## src/hw/aea_regs.svh

```systemverilog
// Register map, field positions, reset values and timing for the apparent energy block
`ifndef AEA_REGS_SVH
`define AEA_REGS_SVH

// Register byte offsets
`define AEA_OFS_CTRL       8'h00
`define AEA_OFS_GAIN1      8'h04
`define AEA_OFS_GAIN2      8'h08
`define AEA_OFS_DIV        8'h0C
`define AEA_OFS_COUNT      8'h10
`define AEA_OFS_VIEW       8'h14
`define AEA_OFS_CLR_VIEW   8'h18
`define AEA_OFS_LINE_VIEW  8'h1C
`define AEA_OFS_FLAGS      8'h20
`define AEA_OFS_MASK       8'h24

// Control register fields
`define AEA_CTRL_WIRING    0
`define AEA_CTRL_CE_DIS    1
`define AEA_CTRL_NL_LO     2
`define AEA_CTRL_NL_HI     3

// Flag and mask bit positions
`define AEA_FLG_NOLOAD     0
`define AEA_FLG_HALF       1
`define AEA_FLG_OVF        2
`define AEA_FLG_CEND       3

// Reset values
`define AEA_RST_CTRL       4'h0
`define AEA_RST_GAIN       12'h000
`define AEA_RST_DIV        8'h00
`define AEA_RST_COUNT      16'h0000
`define AEA_RST_MASK       4'hF

// Widths
`define AEA_ACC_W          42
`define AEA_VIEW_W         24
`define AEA_GAIN_W         12
`define AEA_GAIN_FRAC      12

// No-load thresholds: 0.03, 0.015 and 0.0075 percent of 2^21 full scale
`define AEA_NL_TH_01       629
`define AEA_NL_TH_10       315
`define AEA_NL_TH_11       157

// Timing: sample period 230.4 us
`define AEA_CLK_PERIOD_NS     50
`define AEA_SAMPLE_PERIOD_NS  230400

`endif

```

## src/hw/aea_pkg.sv

```systemverilog
// Shared types of the apparent energy block
package aea_pkg;
   typedef logic [31:0] aea_word_t;
   typedef logic [3:0]  aea_flags_t;
   typedef enum logic [1:0] {
      AEA_LC_WAIT = 2'b00,
      AEA_LC_RUN  = 2'b01
   } aea_lc_state_t;
endpackage

```

## src/hw/aea_acc_if.sv

```systemverilog
// Link between the accumulator owner and one energy accumulator
`timescale 1ns/1ns
interface aea_acc_if #(parameter int W = 42);
   logic         add_en;
   logic [W-1:0] add_val;
   logic         clr_upper;
   logic         clr_all;
   logic [W-1:0] value;
   logic         carry;
   logic         half;
   modport owner (output add_en, add_val, clr_upper, clr_all, input value, carry, half);
   modport acc   (input add_en, add_val, clr_upper, clr_all, output value, carry, half);
endinterface

```

## src/hw/aea_acc.sv

```systemverilog
// Unsigned add-only energy accumulator with half-full and carry events
`timescale 1ns/1ns
module aea_acc #(
   parameter int W  = 42,
   parameter int VW = 24
) (
   // Clock and reset
   input wire logic clk,
   input wire logic rst_n,
   // Owner side
   aea_acc_if.acc   a
);
   logic [W-1:0] base;
   logic [W:0]   sum;

   // Clear happens before the add, so a sample in a clear cycle is kept
   always_comb begin
      base = a.value;
      if (a.clr_all) begin
         base = '0;
      end else if (a.clr_upper) begin
         base = {{VW{1'b0}}, a.value[W-VW-1:0]};
      end
      sum = {1'b0, base} + (a.add_en ? {1'b0, a.add_val} : {(W+1){1'b0}});
   end

   // Value grows except on a clear; a carry out of the top wraps it
   always_ff @(posedge clk or negedge rst_n) begin
      if (!rst_n) begin
         a.value <= '0;
      end else begin
         a.value <= sum[W-1:0];
      end
   end

   // One-cycle events: top bit first set, carry out of the top bit
   always_ff @(posedge clk or negedge rst_n) begin
      if (!rst_n) begin
         a.carry <= 1'b0;
         a.half  <= 1'b0;
      end else begin
         a.carry <= a.add_en & sum[W];
         a.half  <= a.add_en & ~base[W-1] & sum[W-1];
      end
   end
endmodule

```

## src/hw/aea_top.sv

```systemverilog
// Apparent power trim, no-load gate, energy accumulation and Wishbone registers
`timescale 1ns/1ns
`include "aea_regs.svh"
// How it works
// Two-wire: V1 times I1; three-wire: half of both channel products.
// Each channel scaled by one plus signed 12-bit gain over 4096.
// No-load code 00 off; 01, 10, 11 select 0.03, 0.015, 0.0075 percent.
// Below an enabled threshold a sample is not accumulated.
// Below the threshold the no-load flag sets.
// Unmasked no-load flag interrupts until software clears the flag.
// The same no-load gate also blanks the pulse converter power.
// 42-bit accumulator, upper 24 bits readable.
// One sample added every 230.4 us.
// Each sample divided by the 8-bit divider first.
// Divider zero behaves as one.
// Plain view read returns upper 24 bits, accumulator untouched.
// Clear view read returns upper 24 bits, then clears them.
// Accumulator is only ever added to.
// Half-full and overflow flags, each interrupting when unmasked.
// Half point is the unsigned 24-bit half, the top bit.
// Half-full when bit 41 first sets; overflow on carry from bit 41.
// Line windows aligned to zero crossings, spanning programmed half cycles.
// Half-cycle count is 16 bits, up to 65535.
// Window end sets cycle-end flag; unmasked it interrupts until cleared.
// Next window starts at once; line view overwritten by next result.
// Count write clears line view and restarts at next zero crossing.
// Cycle-end disable stops the flag and the clears on count writes.
module aea_top
   import aea_pkg::*;
#(
   parameter int RMS_W      = 16,
   parameter int P_W        = 22,
   parameter int SAMPLE_CYC = `AEA_SAMPLE_PERIOD_NS / `AEA_CLK_PERIOD_NS
) (
   // Clock and reset
   input  wire logic             clk,
   input  wire logic             rst_n,
   // Wishbone classic slave
   input  wire logic             wb_cyc_i,
   input  wire logic             wb_stb_i,
   input  wire logic             wb_we_i,
   input  wire logic [7:0]       wb_adr_i,
   input  wire logic [3:0]       wb_sel_i,
   input  aea_pkg::aea_word_t    wb_dat_i,
   output aea_pkg::aea_word_t    wb_dat_o,
   output logic                  wb_ack_o,
   // RMS inputs and zero crossing pulse
   input  wire logic [RMS_W-1:0] v1_rms,
   input  wire logic [RMS_W-1:0] i1_rms,
   input  wire logic [RMS_W-1:0] v2_rms,
   input  wire logic [RMS_W-1:0] i2_rms,
   input  wire logic             zero_cross,
   // Pulse converter feed and interrupt
   output logic [P_W-1:0]        energy_pulse_power,
   output logic                  energy_pulse_valid,
   output logic                  irq
);
   import aea_pkg::*;

   localparam int ACC_W = `AEA_ACC_W;
   localparam int VW    = `AEA_VIEW_W;
   localparam int SC_W  = $clog2(SAMPLE_CYC);

   // Registers
   logic [3:0]            ctrl;
   logic [11:0]           apparent_gain_ch1;
   logic [11:0]           apparent_gain_ch2;
   logic [7:0]            apparent_energy_divider;
   logic [15:0]           half_cycle_count;
   logic [VW-1:0]         apparent_energy_line_view;
   aea_flags_t            flags;
   aea_flags_t            mask;
   aea_flags_t            next_flags;
   aea_flags_t            flag_set;
   aea_flags_t            flag_clr;

   // Datapath
   logic [SC_W-1:0]       smp_cnt;
   logic                  tick;
   logic [2*RMS_W-1:0]    prod1;
   logic [2*RMS_W-1:0]    prod2;
   logic [P_W-1:0]        trim1;
   logic [P_W-1:0]        trim2;
   logic [P_W:0]          sum2;
   logic [P_W-1:0]        ap;
   logic [P_W-1:0]        threshold;
   logic                  nl_enable;
   logic                  below;
   logic [7:0]            div_eff;
   logic [P_W-1:0]        scaled;

   // Line cycle
   aea_lc_state_t         lc_state;
   logic [15:0]           hcnt;
   logic                  lc_end;
   logic                  cnt_wr;
   logic                  ce_dis;

   // Bus
   logic                  req;
   logic                  wr_go;
   logic                  rd_go;
   aea_word_t             cur_word;
   aea_word_t             wr_word;

   aea_acc_if #(.W(ACC_W)) main_if ();
   aea_acc_if #(.W(ACC_W)) line_if ();

   // Signed gain trim, saturated to the unsigned power range
   function automatic logic [P_W-1:0] trim(input logic [P_W-1:0] p,
                                           input logic [11:0] g);
      logic signed [P_W+13:0] prod;
      logic signed [P_W+1:0]  res;
      prod = $signed({1'b0, p}) * $signed(g);
      res  = $signed({2'b00, p}) + $signed(prod[P_W+13:`AEA_GAIN_FRAC]);
      if (res[P_W+1]) begin
         return '0;
      end else if (res[P_W]) begin
         return '1;
      end
      return res[P_W-1:0];
   endfunction

   // Byte-lane merge of a write into the addressed register
   function automatic aea_word_t merge(input aea_word_t old, input aea_word_t nw,
                                       input logic [3:0] sel);
      aea_word_t r;
      r = old;
      for (int b = 0; b < 4; b++) begin
         if (sel[b]) begin
            r[8*b +: 8] = nw[8*b +: 8];
         end
      end
      return r;
   endfunction

   // sample rate divider
   always_ff @(posedge clk or negedge rst_n) begin
      if (!rst_n) begin
         smp_cnt <= '0;
      end else if (tick) begin
         smp_cnt <= '0;
      end else begin
         smp_cnt <= smp_cnt + 1'b1;
      end
   end
   assign tick = (smp_cnt == SC_W'(SAMPLE_CYC - 1));

   // products of RMS pairs, top bits kept as power
   assign prod1 = v1_rms * i1_rms;
   assign prod2 = v2_rms * i2_rms;
   // channel gain trims
   assign trim1 = trim(prod1[2*RMS_W-1 -: P_W], apparent_gain_ch1);
   assign trim2 = trim(prod2[2*RMS_W-1 -: P_W], apparent_gain_ch2);
   assign sum2  = {1'b0, trim1} + {1'b0, trim2};
   // wiring select picks one channel or the mean of both
   assign ap    = ctrl[`AEA_CTRL_WIRING] ? sum2[P_W:1] : trim1;

   // threshold select, code zero turns detection off
   always_comb begin
      case ({ctrl[`AEA_CTRL_NL_HI], ctrl[`AEA_CTRL_NL_LO]})
         2'b01:   threshold = P_W'(`AEA_NL_TH_01);
         2'b10:   threshold = P_W'(`AEA_NL_TH_10);
         2'b11:   threshold = P_W'(`AEA_NL_TH_11);
         default: threshold = '0;
      endcase
   end
   assign nl_enable = ctrl[`AEA_CTRL_NL_HI] | ctrl[`AEA_CTRL_NL_LO];
   assign below     = nl_enable & (ap < threshold);

   // a zero divider acts as one
   assign div_eff = (apparent_energy_divider == 8'h00) ? 8'h01 : apparent_energy_divider;
   // scale before accumulation
   assign scaled  = ap / {{(P_W-8){1'b0}}, div_eff};

   // no-load samples are not added
   assign main_if.add_en    = tick & ~below;
   // unsigned addend only, never subtracted
   assign main_if.add_val   = {{(ACC_W-P_W){1'b0}}, scaled};
   // clear-on-read wipes the upper bits
   assign main_if.clr_upper = rd_go & (wb_adr_i == `AEA_OFS_CLR_VIEW);
   assign main_if.clr_all   = 1'b0;

   // main 42-bit accumulator
   aea_acc #(.W(ACC_W), .VW(VW)) u_main (
      .clk   (clk),
      .rst_n (rst_n),
      .a     (main_if)
   );

   // line accumulator runs only inside an aligned window
   assign line_if.add_en    = tick & ~below & (lc_state == AEA_LC_RUN);
   assign line_if.add_val   = main_if.add_val;
   assign line_if.clr_upper = 1'b0;
   // count write clears the inner sum unless disabled
   assign line_if.clr_all   = lc_end | (cnt_wr & ~ce_dis);

   aea_acc #(.W(ACC_W), .VW(VW)) u_line (
      .clk   (clk),
      .rst_n (rst_n),
      .a     (line_if)
   );

   // pulse feed uses the same no-load gate
   always_ff @(posedge clk or negedge rst_n) begin
      if (!rst_n) begin
         energy_pulse_power <= '0;
         energy_pulse_valid <= 1'b0;
      end else begin
         energy_pulse_valid <= tick;
         if (tick) begin
            energy_pulse_power <= below ? '0 : scaled;
         end
      end
   end

   // window ends on the zero crossing that completes the count
   assign ce_dis = ctrl[`AEA_CTRL_CE_DIS];
   assign lc_end = zero_cross & (lc_state == AEA_LC_RUN) & (half_cycle_count != 16'h0000)
                   & (hcnt == half_cycle_count - 16'h0001);

   // a new window starts in the cycle the old one ends
   always_ff @(posedge clk or negedge rst_n) begin
      if (!rst_n) begin
         lc_state <= AEA_LC_WAIT;
         hcnt     <= 16'h0000;
      end else if (cnt_wr) begin
         // restart from the next zero crossing
         lc_state <= AEA_LC_WAIT;
         hcnt     <= 16'h0000;
      end else begin
         case (lc_state)
            AEA_LC_WAIT: begin
               if (zero_cross) begin
                  lc_state <= AEA_LC_RUN;
               end
            end
            AEA_LC_RUN: begin
               if (lc_end) begin
                  hcnt <= 16'h0000;
               end else if (zero_cross) begin
                  hcnt <= hcnt + 16'h0001;
               end
            end
            default: lc_state <= AEA_LC_WAIT;
         endcase
      end
   end

   // each result overwrites the line view, read or not
   always_ff @(posedge clk or negedge rst_n) begin
      if (!rst_n) begin
         apparent_energy_line_view <= '0;
      end else if (cnt_wr & ~ce_dis) begin
         // count write clears the result
         apparent_energy_line_view <= '0;
      end else if (lc_end) begin
         apparent_energy_line_view <= line_if.value[ACC_W-1 -: VW];
      end
   end

   // Bus decode; a request is served once, in its first cycle
   assign req    = wb_cyc_i & wb_stb_i;
   assign wr_go  = req & wb_we_i & ~wb_ack_o;
   assign rd_go  = req & ~wb_we_i & ~wb_ack_o;
   assign cnt_wr = wr_go & (wb_adr_i == `AEA_OFS_COUNT);

   // Current contents of the addressed word; unmapped reads as zero
   always_comb begin
      case (wb_adr_i)
         `AEA_OFS_CTRL:      cur_word = {28'h0000000, ctrl};
         `AEA_OFS_GAIN1:     cur_word = {20'h00000, apparent_gain_ch1};
         `AEA_OFS_GAIN2:     cur_word = {20'h00000, apparent_gain_ch2};
         `AEA_OFS_DIV:       cur_word = {24'h000000, apparent_energy_divider};
         `AEA_OFS_COUNT:     cur_word = {16'h0000, half_cycle_count};
         // plain view has no side effect
         `AEA_OFS_VIEW:      cur_word = {8'h00, main_if.value[ACC_W-1 -: VW]};
         `AEA_OFS_CLR_VIEW:  cur_word = {8'h00, main_if.value[ACC_W-1 -: VW]};
         `AEA_OFS_LINE_VIEW: cur_word = {8'h00, apparent_energy_line_view};
         `AEA_OFS_FLAGS:     cur_word = {28'h0000000, flags};
         `AEA_OFS_MASK:      cur_word = {28'h0000000, mask};
         default:            cur_word = 32'h00000000;
      endcase
   end
   assign wr_word = merge(cur_word, wb_dat_i, wb_sel_i);

   // Ack one cycle after the request, dropped the cycle after
   always_ff @(posedge clk or negedge rst_n) begin
      if (!rst_n) begin
         wb_ack_o <= 1'b0;
         wb_dat_o <= 32'h00000000;
      end else begin
         wb_ack_o <= req & ~wb_ack_o;
         if (rd_go) begin
            wb_dat_o <= cur_word;
         end
      end
   end

   // Software-written configuration
   always_ff @(posedge clk or negedge rst_n) begin
      if (!rst_n) begin
         ctrl                    <= `AEA_RST_CTRL;
         apparent_gain_ch1       <= `AEA_RST_GAIN;
         apparent_gain_ch2       <= `AEA_RST_GAIN;
         apparent_energy_divider <= `AEA_RST_DIV;
         half_cycle_count        <= `AEA_RST_COUNT;
         mask                    <= `AEA_RST_MASK;
      end else if (wr_go) begin
         case (wb_adr_i)
            `AEA_OFS_CTRL:  ctrl                    <= wr_word[3:0];
            `AEA_OFS_GAIN1: apparent_gain_ch1       <= wr_word[11:0];
            `AEA_OFS_GAIN2: apparent_gain_ch2       <= wr_word[11:0];
            `AEA_OFS_DIV:   apparent_energy_divider <= wr_word[7:0];
            // 16-bit half-cycle count
            `AEA_OFS_COUNT: half_cycle_count        <= wr_word[15:0];
            `AEA_OFS_MASK:  mask                    <= wr_word[3:0];
            default:        ;
         endcase
      end
   end

   // Sticky flags, write one to clear; a set in the clear cycle wins
   always_comb begin
      flag_set = 4'h0;
      // no-load request
      flag_set[`AEA_FLG_NOLOAD] = tick & below;
      // half point is the top bit of the unsigned view
      // half-full on top bit rising, overflow on carry
      flag_set[`AEA_FLG_HALF]   = main_if.half;
      flag_set[`AEA_FLG_OVF]    = main_if.carry;
      // disable suppresses the cycle-end flag
      flag_set[`AEA_FLG_CEND]   = lc_end & ~ce_dis;
      flag_clr = (wr_go & (wb_adr_i == `AEA_OFS_FLAGS)) ? (wb_dat_i[3:0] & {4{wb_sel_i[0]}})
                                                         : 4'h0;
      next_flags = (flags & ~flag_clr) | flag_set;
   end

   always_ff @(posedge clk or negedge rst_n) begin
      if (!rst_n) begin
         flags <= 4'h0;
      end else begin
         flags <= next_flags;
      end
   end

   // flag interrupt holds until software clears it
   // unmasked flags drive the interrupt until cleared
   always_ff @(posedge clk or negedge rst_n) begin
      if (!rst_n) begin
         irq <= 1'b0;
      end else begin
         irq <= |(flags & ~mask);
      end
   end
endmodule

```

## config.mk

```make
export PLATFORM = sky130hd
export DESIGN_NAME = aea_top
export DESIGN_NICKNAME = d
export VERILOG_FILES = /design/src/hw/aea_pkg.sv /design/src/hw/aea_acc_if.sv /design/src/hw/aea_acc.sv /design/src/hw/aea_top.sv
export VERILOG_INCLUDE_DIRS = /design/src /design/src/hw
export SDC_FILE = /design/constraint.sdc
export NUM_CORES = 2
export LEC_CHECK = 0
export BUFFER_PORTS_ARGS = -buffer_cell sky130_fd_sc_hd__buf_2
export CORE_AREA = 2 2 329 331
export CTS_BUF_LIST = sky130_fd_sc_hd__clkbuf_4 sky130_fd_sc_hd__clkbuf_8 sky130_fd_sc_hd__clkbuf_16
export DETAILED_ROUTE_END_ITERATION = 10
export DIE_AREA = 0 0 331 333
export PLACE_DENSITY = 0.71
export SYNTH_ARGS = -nofsm -noshare
export SYNTH_HDL_FRONTEND = slang
export SYNTH_SLANG_ARGS = --single-unit
```

## constraint.sdc

```tcl
create_clock -name clk -period 128.3 [get_ports clk]
set_input_delay 6.415 -clock clk [delete_from_list [all_inputs] [get_ports clk]]
set_output_delay 6.415 -clock clk [all_outputs]
set_load 0.1 [all_outputs]
```

## Word-level counts from Yosys, hierarchy flattened

Index checks and enable logic that the tools add are counted.

| operators by class | value |
|---|---|
| add/sub/neg operators | 8 |
| multiply operators | 4 |
| divide/modulo/power cells | 1 |
| $lt $le $gt $ge | 1 |
| eq/ne operators | 17 |
| mux-type cells | 32 |
| bitwise logic cells | 34 |
| reduce and logical (&&, ||, !) cells | 17 |

Operator list:

| kind | number |
|---|---|
| 22-bit 2-to-1 mux | 10 |
| 24-bit case mux with 9 select lines | 1 |
| 42-bit 2-to-1 mux | 2 |
| 23-bit by 12-bit multiplier with 35-bit output | 2 |
| 16-bit by 16-bit multiplier with 32-bit output | 2 |
| 16-bit 2-to-1 mux | 4 |
| 23-bit by 23-bit adder with 24-bit output | 2 |
| 24-bit 2-to-1 mux | 2 |
| 42-bit by 43-bit adder with 43-bit output | 1 |
| 42-bit adder | 1 |
| 8-bit by 5-bit == test with 1-bit output (second input constant) | 4 |
| 10-bit case mux with 3 select lines | 1 |
| 8-bit 2-to-1 mux | 3 |
| 22-bit by 22-bit adder with 23-bit output | 1 |
| 22-bit by 8-bit divider with 22-bit output | 1 |
| 22-bit < comparator | 1 |
| 1-bit bitwise AND | 21 |
| 16-bit by 1-bit adder with 16-bit output (second input constant) | 1 |
| 16-bit == test | 1 |
| 8-bit by 4-bit == test with 1-bit output (second input constant) | 2 |
| 8-bit by 6-bit == test with 1-bit output (second input constant) | 2 |
| 8-bit logical NOT | 2 |
| 2-bit AND reduction | 8 |
| 16-bit nonzero test | 1 |
| other kinds (23) | 38 |

| storage, ports and cells | value |
|---|---|
| bits in registers | 258 |
| bits of input ports | 114 |

## Logic depth before layout (Yosys ltp)

| depth | value |
|---|---|
| depth in word-level cells | 15 |
| depth in mapped cells | 404 |
| mapped depth without buffers | 391 |

## Hierarchy

A second synthesis with hierarchy kept.

| second synthesis, totals | value |
|---|---|
| cells, all modules | 7559 |
| area total of the unflattened synthesis | 62212.2 um2 |

Modules (own cells, without submodules):

| module | times used | cells each | area each (um2) | seq. area each (um2) |
|---|---|---|---|---|
| aea_top | 1 | 6583 | 53964.3 | 4083.9 |
| aea_acc | 2 | 488 | 4124.0 | 1101.1 |

## Worst setup path after synthesis

OpenSTA, ideal clock, no wires.

| timing path | value |
|---|---|
| path kind | input to register |
| from | input port i1_rms[3] |
| to | register u_main.a.value[31] |
| library setup time | 0.132 ns |
| data arrival time | 77.088 ns |
| slack | 51.081 ns |
| cell stages on the path | 393 |
| buffers on the path | 18 |
| cells stage by stage | clkbuf_1 -> nand2_1 -> fa_1 -> fa_1 -> inv_1 -> ha_1 -> inv_1 -> fa_1 -> inv_1 -> ha_1 -> inv_1 -> fa_1 -> inv_1 -> ha_1 -> nor2b_1 -> o21ai_0 -> nand2b_1 -> a21oi_1 -> [357 not listed] -> a21oi_1 -> o21bai_1 -> a21oi_1 -> o21bai_1 -> a21oi_1 -> o21bai_1 -> a21oi_1 -> o21bai_1 -> a21oi_1 -> o21bai_1 -> a21oi_1 -> inv_1 -> a21oi_1 -> nor2_1 -> and3_1 -> nand3_1 -> xor2_1 -> nor2_1 |

| between the ends | value |
|---|---|
| longest elaborated chain between the ends | 14 |
| elaborated cells on any way between the ends | 16 |

Ends and longest elaborated chain:

| element | line | RTL |
|---|---|---|
| start, declared | aea_top.sv:49 | `input wire logic [RMS_W-1:0] i1_rms,` |
| 16-bit by 16-bit multiplier with 32-bit output (*) | aea_top.sv:150 | `assign prod1 = v1_rms * i1_rms;` |
| 23-bit by 12-bit multiplier with 35-bit output | aea_top.sv:114 | `prod = $signed({1'b0, p}) * $signed(g);` |
| 23-bit by 23-bit adder with 24-bit output (*) | aea_top.sv:115 | `` res = $signed({2'b00, p}) + $signed(prod[P_W+13:`AEA_GAIN_FRAC]); `` |
| 1-bit 2-to-1 mux | aea_top.sv:118 | `end else if (res[P_W]) begin` |
| 1-bit 2-to-1 mux | aea_top.sv:116 | `if (res[P_W+1]) begin` |
| 22-bit 2-to-1 mux (*) | aea_top.sv:121 | `return res[P_W-1:0];` |
| 22-bit by 22-bit adder with 23-bit output | aea_top.sv:155 | `assign sum2 = {1'b0, trim1} + {1'b0, trim2};` |
| 22-bit 2-to-1 mux (*) | aea_top.sv:157 | `` assign ap = ctrl[`AEA_CTRL_WIRING] ? sum2[P_W:1] : trim1; `` |
| branches (longest 4 deep; another with 22-bit by 8-bit divider with 22-bit output) | n/a |  |
| 22-bit 2-to-1 mux (*) | aea_acc.sv:24 | `sum = {1'b0, base} + (a.add_en ? {1'b0, a.add_val} : {(W+1){1'b0}});` |
| 42-bit by 43-bit adder with 43-bit output (*) | aea_acc.sv:24 |  |
| net u_main.sum[31] | aea_acc.sv:14 | `logic [W:0] sum;` |
| end signal, assigned | aea_acc.sv:32 | `a.value <= sum[W-1:0];` |
| end, declared | aea_acc_if.sv:12 | `modport acc (input add_en, add_val, clr_upper, clr_all, output value, carry, half);` |

Mark *: on every way through the listed nets, which the timed path passes.
A chain may end at the register's enable or synchronous reset.

## Final worst setup path

| timing path | value |
|---|---|
| from | input port i1_rms[3] |
| to | register u_line.a.value[37] |

| between the ends | value |
|---|---|
| longest elaborated chain between the ends | 15 |
| elaborated cells on any way between the ends | 17 |

Ends and longest elaborated chain:

| element | line |
|---|---|
| 16-bit by 16-bit multiplier with 32-bit output (*) | aea_top.sv:150 |
| 23-bit by 12-bit multiplier with 35-bit output | aea_top.sv:114 |
| 23-bit by 23-bit adder with 24-bit output (*) | aea_top.sv:115 |
| 1-bit 2-to-1 mux | aea_top.sv:118 |
| 1-bit 2-to-1 mux | aea_top.sv:116 |
| 22-bit 2-to-1 mux (*) | aea_top.sv:121 |
| 22-bit by 22-bit adder with 23-bit output | aea_top.sv:155 |
| 22-bit 2-to-1 mux (*) | aea_top.sv:157 |
| branches (longest 5 deep; another with 22-bit by 8-bit divider with 22-bit output) | n/a |
| 22-bit 2-to-1 mux (*) | aea_acc.sv:24 |
| 42-bit adder (*) | aea_acc.sv:24 |
| net u_line.sum[37] | aea_acc.sv:14 |
| end signal, assigned | aea_acc.sv:32 |
| end, declared | aea_acc_if.sv:12 |

Marks and branches as above.

==> impl_metrics.csv <==
group,metric,value,unit
outcome,status,"complete, no violations",
finish,layout-drive-gt1-share,6.01,%
logic_synthesis,ys_seq_area_share,10.7,%
drt,vias,47700,
worst_setup_path,max_stage_delay,0.88,ns
grt,met3_usage,2.21,%
drt,routed_wl,144000,um
floorplanning,die_h,333,um
drt,wl_per_cell,17.2,um
floorplanning,die-area,0.110,mm2
logic_synthesis,yosysTopAreaCellShare,27.1,%
timing,fin_crit_sh,69.7,%
drt,viasPerCell,5.72,
grt,grt_use_total,26.6,%
timing,relSlewSlack,13.7,%
logic_synthesis,synth_edf_count,0,
logic_synthesis,synthFlopType,"dfrtp_1",
logic_synthesis,synth_top_area_cell,"fa_1",
timing,setup_tns,0,ns
clock_tree,htreeDepth,1,
logic_synthesis,syn_inst,6933,
worst_setup_path,start_kind,"input port",
finish,fill_cells,9654,
logic_synthesis,syn_area,0.0582,mm2
clock_tree,cts-buffers-inserted,25,
floorplanning,die_x,331,um
logic_synthesis,synth_top_cells_by_area,"fa_1 (27%), ha_1 (14%), dfrtp_1 (11%)",
grt,grt_pass1_vias,48700,
finish,postLayoutCoreUtil,57.4,%
placed_design,dpl_cell_area,0.0603,mm2
placed_design,hpwl,114000,um
grt,gr-usage-met1,36.5,%
grt,grt.overflow.total,0,
clock_tree,ctsHoldBuffers,0,
worst_setup_path,crit_top_cell,"o21a_1",
clock_tree,cts_max_path_buffers,3,
floorplanning,start_util,54.6,%
logic_synthesis,synth.ff_latch_count,249,
clock_tree,cts_resized,0,
placed_design,io_buffers,144,
timing,setup_viol_count_final,0,
worst_setup_path,cp_slowest_cell,"nor4_2",
logic_synthesis,avgSynthCellArea,8.39,um2
worst_setup_path,worstSetupPathType,"in2reg",
grt,antenna_found_initial,1,
finish,area_growth,5.10,%
finish,fin_nets,8491,
flow_run,drv_cap,0,
timing,clock_skew,0.0138,ns
worst_setup_path,end_kind,"register",
drt,drtIter0Drc,2737,
logic_synthesis,ys_types,120,
grt,met2_usage,45.4,%
logic_synthesis,async_reset_ff_share,100,%
grt,grt_max_degree,136,
worst_setup_path,required,128.74,ns
timing,fin_crit,89.37,ns
floorplanning,ios,171,
finish,fin_area,0.0612,mm2
drt,ant_nets,0,
timing,rsz0062_at_grt,"no",
clock_tree,cts.clk_slew.worst_paths,0.06,ns
timing,tightest_slew,1.29,ns
timing,finalMaxSlewViolations,0,
worst_setup_path,crit_path_max_fanout,17,
worst_setup_path,crit_arrival,89.80,ns
timing,fin_ws,38.93,ns
timing,final_hold_viol_count,0,
placed_design,dpl_worst_slack,39.14,ns
clock_tree,cts_setup_buffers,0,
clock_tree,cts_root_buffer,"clkbuf_16",
clock_tree,cts_tree,"done",
timing,fmax,11.2,MHz
grt,grt_busiest_layer,"met2",
grt,grt_pass1_wl,244000,um
placed_design,gp_congestion,0.918,
clock_tree,clock_latency,0.56,ns
clock_tree,clock_sinks,249,
worst_setup_path,worstPathBufferInverterCount,26,
drt,drt-pass1-iter-count,7,
drt,drc,0,
logic_synthesis,yosysWarningCount,0,
worst_hold_path,min_path_type,"reg2reg",
worst_setup_path,crit_family,"compound AO/OA/AOI/OAI gates",
floorplanning,rows,120,
floorplanning,core_area,0.107,mm2
==> synthesized netlist by cell type (all sizes together) (66+ instances only) <==
cell / instances
xor2: 101
nand3: 102
a21oi: 291
nand2: 852
mux2i: 66
dfrtp: 245
o21ai: 235
and2: 480
clkbuf: 241
xnor2: 164
ha: 663
a21o: 87
fa: 789
nor3: 204
nor2: 449
inv: 1032
o21a: 174
==> through the flow <==
step / std cells / hold WS, ns
after global routing: 8348 / 0.459
final: 8348 / 0.448
after detailed placement: 8301 / 0.439
after CTS: 8347 / 0.453
after global placement: 8301 / 0.433
after floorplan: 6940 / 0.404
==> flip-flops by register name, summed over array words and instances (netlist names), 13 cells and up <==
register and cells:
wb_dat_o 24, energy_pulse_power 22, half_cycle_count 16, hcnt 16
apparent_energy_line_view 24, smp_cnt 13, u_line.a.value 42, u_main.a.value 42
==> cells in the final DEF (no fill, tap or decap), types with 26 or more instances in the layout <==
master / n
inv_1: 1029
nand2_1: 852
fa_1: 789
ha_1: 663
and2_1: 480
nor2_1: 446
a21oi_1: 289
dfrtp_1: 245
o21ai_0: 204
nor3_1: 202
o21a_1: 173
xnor2_1: 162
buf_2: 143
xor2_1: 101
nand3_1: 101
a21o_1: 87
buf_4: 78
mux2i_1: 64
mux2_2: 60
nand2b_1: 54
o21bai_1: 50
and3_1: 42
nand4_1: 41
nor2b_1: 40
o31ai_1: 35
a22oi_1: 32
o211ai_1: 30
or3_1: 29
o21ai_1: 26
==> routing by layer <==
layer	up-vias	share of wire, %
met4	0	2.7
met5	-	0
met2	1198	48
met1	23700	45
met3	203	4.8
li1	22600	-
==> layout make-up <==
type                            count  area [um2]  share of cell area, %
Clock buffer                       32         716                   1.17
Multi-Input combinational cell   5392       47100                   77.0
Timing Repair Buffer              222        1320                   2.15
Tap cell                         1403        1760                   2.87
Inverter                         1035        3880                   6.35
Sequential cell                   249        6240                   10.2
Clock inverter                     14         176                  0.288
Antenna cell                        1        2.50                0.00409
==> cell families (layout without fill, tap and decap cells) <==
group | count (synthesis) | after routing | share of synthesized area [%]
XOR/XNOR | 265 | 265 | 4.03
multiplexers | 129 | 129 | 2.38
adder cells (fa/ha/maj) | 1452 | 1452 | 41.4
other | 1 | 9 | 0.00644
flip-flops | 249 | 249 | 10.7
AO/OA/AOI/OAI | 1148 | 1148 | 13.1
buffers and inverters | 1299 | 1303 | 8.49
AND/OR/NAND/NOR | 2390 | 2390 | 19.9
==> final timing paths <==
check                      slack, ns  depth (start not counted)             startpoint                 end
max                            38.93                        380              i1_rms[3]  u_line.a.value[37]
min                             0.45                          1         u_main.a.carry            flags[2]
max reg2reg                    50.37                        345  apparent_gain_ch1[11]  u_line.a.value[37]
min reg2reg                     0.45                          1         u_main.a.carry            flags[2]
max in group asynchronous     120.84                          2                  rst_n  u_main.a.value[23]
min in group asynchronous       6.00                          1                  rst_n          smp_cnt[9]
Power is not shown: default switching activity piles up to over one toggle a cycle in this logic, so the estimate is an artifact.
